<file path="config.mk">
export PLATFORM = sky130hd
export DESIGN_NAME = flash_config_and_protection
export DESIGN_NICKNAME = d
export VERILOG_FILES = /design/src/shared/flash_prot_pkg.sv /design/src/shared/prot_check_if.sv /design/src/rtl/prot_range_check.sv /design/src/rtl/prot_scenario.sv /design/src/rtl/flash_config_and_protection.sv
export VERILOG_INCLUDE_DIRS = /design/src /design/src/shared
export SDC_FILE = /design/constraint.sdc
export NUM_CORES = 1
export LEC_CHECK = 0
export ABC_AREA = 1
export BUFFER_PORTS_ARGS = -buffer_cell sky130_fd_sc_hd__buf_2
export CAP_MARGIN = 40
export CORE_UTILIZATION = 45
export CTS_CLUSTER_DIAMETER = 80
export CTS_CLUSTER_SIZE = 40
export DETAILED_ROUTE_END_ITERATION = 6
export PLACE_DENSITY = 0.87
export SETUP_SLACK_MARGIN = 0.05
export SYNTH_ARGS = -nofsm -noshare
export SYNTH_HDL_FRONTEND = slang
export SYNTH_SLANG_ARGS = --single-unit
</file>
<file path="constraint.sdc">
create_clock -name clk -period 3.4 [get_ports clk]
set_clock_uncertainty 0.15 [all_clocks]
set_input_delay 0.51 -clock clk [delete_from_list [all_inputs] [get_ports clk]]
set_output_delay 0.51 -clock clk [all_outputs]
set_load 0.1 [all_outputs]
</file>
<file path="src/shared/flash_prot_params.svh">
// Constants of the flash configuration and protection block.
// Assumes byte-wide registers, one per aligned 32-bit Avalon word.
`ifndef FLASH_PROT_PARAMS_SVH
`define FLASH_PROT_PARAMS_SVH
`define CFG_INDEX 3'h3
`define PROT_INDEX 3'h4
`define STATUS_INDEX 3'h5
`define SEC_INDEX 3'h1
`define CFG_BE_IRQ_BIT 7
`define CFG_CC_IRQ_BIT 6
`define CFG_BACKDOOR_KEY_WRITE_ACCESS_BIT 5
`define CFG_WRITE_MASK 8'hE0
`define PROT_POLARITY_BIT 7
`define PROT_SPARE_BIT 6
`define PROT_HDIS_BIT 5
`define PROT_LDIS_BIT 2
`define KEY_ENABLED 2'h2
`define PROT_ADDR 16'hFF0D
`define HIGH_END 16'hFFFF
`define LOW_BASE 16'h4000
`define HIGH_SIZE_BASE 17'h00800
`define LOW_SIZE_BASE 17'h00400
`define CFG_RESET 8'h00
`define PROT_RESET 8'hFF
`endif

</file>
<file path="src/shared/flash_prot_pkg.sv">
// Types of the flash configuration and protection block.
// Assumes nothing of its surroundings.
package flash_prot_pkg;
	typedef enum logic [2:0] {
		ld_idle = 3'b001,
		ld_fetch = 3'b010,
		ld_done = 3'b100
	} load_state_e;
	typedef struct packed {
		logic polarity;
		logic spare;
		logic high_dis;
		logic [1:0] high_size;
		logic low_dis;
		logic [1:0] low_size;
	} prot_s;
endpackage : flash_prot_pkg

</file>
<file path="src/shared/prot_check_if.sv">
// Carries the protection setting and a request to the range checker.
// Assumes one clock domain; purely combinational signals.
`timescale 1ns/1ps
interface prot_check_if;
	flash_prot_pkg::prot_s prot;
	logic [15:0] addr;
	logic mass;
	logic refused;
	modport owner (output prot, output addr, output mass, input refused);
	modport checker_side (input prot, input addr, input mass, output refused);
endinterface : prot_check_if

</file>
<file path="src/rtl/prot_range_check.sv">
// Decides whether a program or erase request falls on a protected address.
// Assumes the protection setting is stable while the request is presented.
`timescale 1ns/1ps
`include "flash_prot_params.svh"
module prot_range_check (
	prot_check_if.checker_side chk
);
	logic [16:0] high_len;
	logic [16:0] low_len;
	logic in_high;
	logic in_low;
	logic prot_hit;

	// Range lengths double for each step of the size field
	assign high_len = `HIGH_SIZE_BASE << chk.prot.high_size;
	assign low_len = `LOW_SIZE_BASE << chk.prot.low_size;
	assign in_high = ({1'b0, chk.addr} >= (17'h10000 - high_len)) && !chk.prot.high_dis;
	assign in_low = ({1'b0, chk.addr} >= {1'b0, `LOW_BASE})
		&& ({1'b0, chk.addr} < ({1'b0, `LOW_BASE} + low_len)) && !chk.prot.low_dis;

	// Polarity swaps the meaning of the enabled ranges
	assign prot_hit = chk.prot.polarity ? (in_high || in_low) : !(in_high || in_low);
	// Mass erase needs polarity and both disable bits open
	assign chk.refused = chk.mass ?
		!(chk.prot.polarity && chk.prot.high_dis && chk.prot.low_dis) : prot_hit;
endmodule : prot_range_check

</file>
<file path="src/rtl/prot_scenario.sv">
// Computes the protection scenario of a setting and whether a move is allowed.
// Assumes both settings are valid register images.
`timescale 1ns/1ps
module prot_scenario (
	input flash_prot_pkg::prot_s from_val,
	input flash_prot_pkg::prot_s to_val,
	output logic allowed
);
	// Scenario numbering: open polarity gives 0..3, closed gives 4..7
	function automatic logic [2:0] scen(input flash_prot_pkg::prot_s p);
		logic [2:0] s;
		s = 3'h0;
		// Open: bit 1 marks an enabled high range, bit 0 an enabled low range
		// Closed: bit 1 marks an unprotected low range, bit 0 an unprotected high range
		if (p.polarity)
			s = {1'b0, !p.high_dis, !p.low_dis};
		else
			s = {1'b1, !p.low_dis, !p.high_dis};
		return s;
	endfunction : scen

	logic [2:0] f;
	logic [2:0] t;
	logic [7:0] row;

	assign f = scen(from_val);
	assign t = scen(to_val);

	// Allowed targets per source scenario; only added protection within one polarity, but closed rows also admit open targets
	always_comb
	begin
		case (f)
			3'h0: row = 8'h0F;
			3'h1: row = 8'h0A;
			3'h2: row = 8'h0C;
			3'h3: row = 8'h08;
			3'h4: row = 8'h18;
			3'h5: row = 8'h3C;
			3'h6: row = 8'h5A;
			3'h7: row = 8'hFF;
			default: row = 8'h00;
		endcase
	end
	assign allowed = row[t];
endmodule : prot_scenario

</file>
<file path="src/rtl/flash_config_and_protection.sv">
// Configuration and protection registers of the on-chip flash, on Avalon-MM.
// Assumes the command sequencer supplies status flags and requests.
//
// Behaviour
// - Config keeps only two interrupt enables and key access; others read zero.
// - Key access bit is written only while backdoor key is enabled.
// - Backdoor key counts as enabled only for encoding 10.
// - Buffer-empty interrupt requested when its enable and flag are set.
// - Command-complete interrupt requested when its enable and flag are set.
// - Key access steers array writes to key words and invalidates array reads.
// - Protection register is readable in every operating mode.
// - Polarity bit can only go from one to zero; the scenario table refuses that move too, so writes never change it.
// - Low size field writable only while low disable bit is one.
// - High size field writable only while high disable bit is one.
// - Protection register loads from flash byte 0xFF0D during reset.
// - Program or erase on protected range refused, violation flag set.
// - Mass erase only when polarity and both disables are one.
// - Polarity chooses protected ranges or unprotected ranges.
// - Each disable bit turns its sized range on at zero.
// - High size selects 2, 4, 8 or 16 Kbytes ending at 0xFFFF.
// - Low size selects 1, 2, 4 or 8 Kbytes from 0x4000.
// - Protection writes only add protection; illegal moves ignored entirely.
`timescale 1ns/1ps
`include "flash_prot_params.svh"
module flash_config_and_protection (
	input wire logic clk,
	input wire logic rst,
	input wire logic [2:0] avs_address,
	input wire logic avs_read,
	input wire logic avs_write,
	input wire logic [31:0] avs_writedata,
	input wire logic [3:0] avs_byteenable,
	output logic [31:0] avs_readdata,
	output logic avs_waitrequest,
	input wire logic [7:0] security_register,
	output logic [15:0] nvm_addr,
	output logic nvm_read,
	input wire logic [7:0] nvm_rdata,
	input wire logic nvm_rvalid,
	output logic load_done,
	input wire logic buffer_empty_flag,
	input wire logic cmd_complete_flag,
	output logic buffer_empty_irq,
	output logic cmd_complete_irq,
	input wire logic array_write,
	input wire logic [15:0] array_addr,
	input wire logic array_mass_erase,
	output logic array_cmd_start,
	output logic array_key_write,
	output logic array_read_invalid,
	input wire logic violation_clear,
	output logic protect_violation_flag
);
	flash_prot_pkg::load_state_e ld_q;
	flash_prot_pkg::prot_s prot_q;
	flash_prot_pkg::prot_s prot_d;
	logic buffer_empty_irq_enable;
	logic cmd_complete_irq_enable;
	logic backdoor_key_write_access;
	logic rd_done_q;
	logic wr_hit;
	logic rd_req;
	logic key_enabled;
	logic move_ok;
	logic refused;
	logic [7:0] cfg_rd;
	logic [7:0] wbyte;
	prot_check_if chk ();

	// Register bytes live in the low lane only
	assign wbyte = avs_writedata[7:0];
	assign wr_hit = avs_write && avs_byteenable[0] && (ld_q == flash_prot_pkg::ld_done);
	assign rd_req = avs_read && !rd_done_q;
	// Reads take one wait cycle so that read data come from a flip-flop
	assign avs_waitrequest = rd_req;

	assign key_enabled = (security_register[7:6] == `KEY_ENABLED);

	// Reset-time fetch of the protection byte from the array
	always_ff @(posedge clk or posedge rst)
	begin
		if (rst)
			ld_q <= flash_prot_pkg::ld_idle;
		else
			case (ld_q)
				flash_prot_pkg::ld_idle: ld_q <= flash_prot_pkg::ld_fetch;
				flash_prot_pkg::ld_fetch: if (nvm_rvalid) ld_q <= flash_prot_pkg::ld_done;
				flash_prot_pkg::ld_done: ld_q <= flash_prot_pkg::ld_done;
				default: ld_q <= flash_prot_pkg::ld_idle;
			endcase
	end
	assign nvm_addr = `PROT_ADDR;
	assign nvm_read = (ld_q == flash_prot_pkg::ld_fetch);
	assign load_done = (ld_q == flash_prot_pkg::ld_done);

	// Candidate protection value with per-field write gating
	always_comb
	begin
		prot_d = prot_q;
		prot_d.polarity = prot_q.polarity & wbyte[`PROT_POLARITY_BIT];
		prot_d.spare = prot_q.spare;
		prot_d.high_dis = wbyte[`PROT_HDIS_BIT];
		prot_d.low_dis = wbyte[`PROT_LDIS_BIT];
		if (prot_q.high_dis)
			prot_d.high_size = wbyte[4:3];
		if (prot_q.low_dis)
			prot_d.low_size = wbyte[1:0];
	end

	prot_scenario u_scen (
		.from_val(prot_q),
		.to_val(prot_d),
		.allowed(move_ok)
	);

	// Protection register: loaded at reset, then changed only towards more protection
	always_ff @(posedge clk or posedge rst)
	begin
		if (rst)
			prot_q <= `PROT_RESET;
		else if (ld_q == flash_prot_pkg::ld_fetch && nvm_rvalid)
			prot_q <= nvm_rdata;
		else if (wr_hit && avs_address == `PROT_INDEX && move_ok)
			prot_q <= prot_d;
	end

	// Configuration bits; the key bit is gated by the security field
	always_ff @(posedge clk or posedge rst)
	begin
		if (rst)
		begin
			buffer_empty_irq_enable <= 1'b0;
			cmd_complete_irq_enable <= 1'b0;
			backdoor_key_write_access <= 1'b0;
		end
		else if (wr_hit && avs_address == `CFG_INDEX)
		begin
			buffer_empty_irq_enable <= wbyte[`CFG_BE_IRQ_BIT];
			cmd_complete_irq_enable <= wbyte[`CFG_CC_IRQ_BIT];
			if (key_enabled)
				backdoor_key_write_access <= wbyte[`CFG_BACKDOOR_KEY_WRITE_ACCESS_BIT];
		end
	end

	// Read data register, loaded during the wait cycle
	assign cfg_rd = {buffer_empty_irq_enable, cmd_complete_irq_enable, backdoor_key_write_access, 5'h00};
	always_ff @(posedge clk or posedge rst)
	begin
		if (rst)
		begin
			avs_readdata <= 32'h00000000;
			rd_done_q <= 1'b0;
		end
		else
		begin
			rd_done_q <= rd_req;
			if (rd_req)
				case (avs_address)
					`CFG_INDEX: avs_readdata <= {24'h000000, cfg_rd & `CFG_WRITE_MASK};
					`PROT_INDEX: avs_readdata <= {24'h000000, prot_q};
					`SEC_INDEX: avs_readdata <= {24'h000000, security_register};
					`STATUS_INDEX: avs_readdata <= {24'h000000, buffer_empty_flag, cmd_complete_flag,
						protect_violation_flag, 5'h00};
					default: avs_readdata <= 32'h00000000;
				endcase
		end
	end

	// Interrupt requests follow enable and flag in the same cycle
	assign buffer_empty_irq = buffer_empty_irq_enable & buffer_empty_flag;
	assign cmd_complete_irq = cmd_complete_irq_enable & cmd_complete_flag;

	// Protection check of array requests
	assign chk.prot = prot_q;
	assign chk.addr = array_addr;
	assign chk.mass = array_mass_erase;
	assign refused = chk.refused;
	prot_range_check u_chk (
		.chk(chk)
	);

	// Key mode diverts array writes away from the command sequencer
	assign array_key_write = array_write & backdoor_key_write_access;
	assign array_read_invalid = backdoor_key_write_access;
	assign array_cmd_start = array_write & !backdoor_key_write_access & !refused;

	// Violation flag: a new violation wins over a clear in the same cycle
	always_ff @(posedge clk or posedge rst)
	begin
		if (rst)
			protect_violation_flag <= 1'b0;
		else if (array_write && !backdoor_key_write_access && refused)
			protect_violation_flag <= 1'b1;
		else if (violation_clear || (wr_hit && avs_address == `STATUS_INDEX && wbyte[5]))
			protect_violation_flag <= 1'b0;
	end
endmodule : flash_config_and_protection

</file>
==> flow_summary.ini <==
[worst_setup_path]
cp_max_fo = 3
crit_path_frequent_cell = nand2_1
crit_family = simple AND/OR/NAND/NOR gates
cp_data_arrival_time_ns = 2.54
required_ns = 2.74
worstSetupPathType = register to primary output
worst_setup_path_end_kind = primary output
crit_buf_inv = 3
path_cells = inv_1, nand2_2, ha_1, inv_2, ha_4, nand2_1, nand3_2, nand2_1, nand2_1, nand2_1, nand3_1, nand2_1, nand2_1, nand2_1, nand3_2, a21oi_4, buf_12
start_kind = register
cpMaxStageDelayCell = dfstp_2
critPathMaxStageDelay_ns = 0.55

[final_layout]
seq_area_um2 = 612
multi_input_area_mm2 = 0.00112
final_common_cell = nand2_1
antennaDiodeCount = 0
fill_cells = 396
layout_common_cells = 98 x nand2_1, 69 x buf_2, 40 x conb_1
final_util = 0.572
drive_gt1_frac = 0.335
stdcell_area_mm2 = 0.00235
nets = 437
areaGrowthSynthToFinish_pct = 19.2

[die]
coreArea_mm2 = 0.00412
start_util = 0.480
die_h_um = 68.3
die_w_um = 68.3
die_area_mm2 = 0.00466
rows = 23
ios = 138

[placed_design]
place_area_mm2 = 0.00225
gp_congestion = 0.810
hpwl_mm = 3.46
portBuffers = 70
pre_cts_ws_ns = 0.242

[synthesis]
synth_edf_count = 0
ys.flop_type = dfrtp_1
async_flop_share = 1.00
ys_seq_area_frac = 0.310
syn_inst = 273
yosys_warnings = 0
synth.avg_cell_area_um2 = 7.24
ys_seq_elements = 24
synthDistinctLibCells = 31
synthesis.area_mm2 = 0.00198

[timing]
slew_viol_final = 0
period_share = 0.941
timing.fmax_ghz = 0.313
worst_pin_slew_ns = 0.509
slew-limit-headroom = 0.660
final-hold-violation-count = 0
setup_viol = 0
fin_crit_ns = 3.20
finalSetupTns_ns = 0
timing.final.ws_setup_ns = 0.200
rsz0062_at_grt = false

[power]
ir_drop_mv = 0.633
leakage_nw = 1.38
p_per_area_mw_per_mm2 = 694
power_mw = 1.63

[clock_tree]
post_cts.repair.setup_buffers = 0
clk_pin_slew_ns = 0.08
cts_buffers = 3
clock_path_buffers = 2
cts_root_buf = clkbuf_8
cts_hold_buf = 0
clk_latency_ns = 0.26
clkSinkCount = 24
cts_tree = done
htree_levels = 1

[route]
wirelength_mm = 4.19
ant_nets = 0
vias_per_cell = 4.51
firstDrtPassIters = 4
drc_errors = 0
drtIter0Drc = 59
num_vias = 1787
drt-wirelength-per-cell_um = 10.6

[grt]
grt_pass1_wl_mm = 6.65
grt-ovfl-total = 0
grt_pass1_vias = 1586
globalRouteTotalUtil = 0.188
grt_start_max_net_pins = 14
antenna_found_initial = 0

[run_status]
run_status = complete, no violations

[job]
cap_viol_max_count = 0

[worst_hold_path]
hold_path_class = input port to async pin
-- metrics by stage --
step | hold slack, ns | cells
after floorplan | 0.297 | 311
after global placement | 0.310 | 391
after detailed placement | 0.315 | 392
after CTS | 0.132 | 396
after global routing | 0.154 | 396
final | 0.111 | 396
-- Yosys cell counts (3+ instances only) --
cell type | number | share of area
nand3_1 | 7 | 0.018
o21ai_0 | 10 | 0.025
inv_2 | 5 | 0.0095
buf_4 | 40 | 0.15
nor2_2 | 3 | 0.0095
a21oi_1 | 3 | 0.0076
inv_1 | 25 | 0.047
nand2_1 | 100 | 0.19
dfrtp_1 | 15 | 0.19
ha_1 | 9 | 0.057
o21ai_1 | 4 | 0.010
dfstp_2 | 9 | 0.12
nand4_1 | 3 | 0.0095
nor2_1 | 12 | 0.023
-- path summary, 6_finish.rpt --
kind	to	cells after the start	from	slack, ns
worst max-delay path	array_cmd_start	17	chk.prot[3]	0.20
max in group asynchronous	chk.prot[6]	3	rst	2.45
worst min register to register	avs_readdata[7]	2	avs_readdata[7]	0.33
worst min-delay path	ld_q[1]	2	rst	0.11
worst max register to register	protect_violation_flag	17	chk.prot[3]	1.10
min in group clk	chk.prot[6]	3	nvm_rdata[6]	0.29
-- area by class of cell --
type                       instances  share of cell area
clock buffer                       4              0.0234
sequential                        24               0.260
tap                               50              0.0266
inverter                          33              0.0537
multi-input combinational        214               0.475
timing repair buffer              71               0.162
-- cells by family (layout without fill, tap and decap cells) --
kind of cell | count (synthesis) | in the layout | share of synthesized area
buffers and inverters | 73 | 108 | 0.216
multiplexers | 2 | 2 | 0.0152
flip-flops | 24 | 24 | 0.310
AO/OA/AOI/OAI | 25 | 25 | 0.0766
other | 2 | 40 | 0.00380
AND/OR/NAND/NOR | 138 | 138 | 0.322
adder cells (fa/ha/maj) | 9 | 9 | 0.0570
-- where the power goes --
part           leakage (nW)  switching (mW)  internal (mW)  total (mW)
sequential            0.290          0.0754          0.406       0.481
clock                0.0288          0.0878          0.103       0.191
combinational          1.06           0.719          0.244       0.963
total                  1.38           0.882          0.753        1.63
-- metal layers --
metal,vias to the layer above,GRT usage,share of wire,wire [µm]
li1,926,-,-,-
met1,787,0.242,0.44,1840
met2,74,0.344,0.49,2080
met3,0,0.0200,0.066,276
met4,0,0.0234,0,0
met5,-,0,0,0
-- state kept, by name, indices dropped and copies added (netlist names) --
signal and flops:
ld_q 3, chk.prot 8, rd_done_q 1, array_read_invalid 1
cmd_complete_irq_enable 1, buffer_empty_irq_enable 1, protect_violation_flag 1, avs_readdata 8
-- repair_timing --
| action | in CTS | in global routing |
|---|---|---|
| hold endpoints to repair | 0 | 0 |
| gates resized for setup | 1 | 11 |
| endpoints found under the setup margin | 1 | 1 |
| pin swaps | 0 | 2 |
Power figures use the tool's default switching activity.
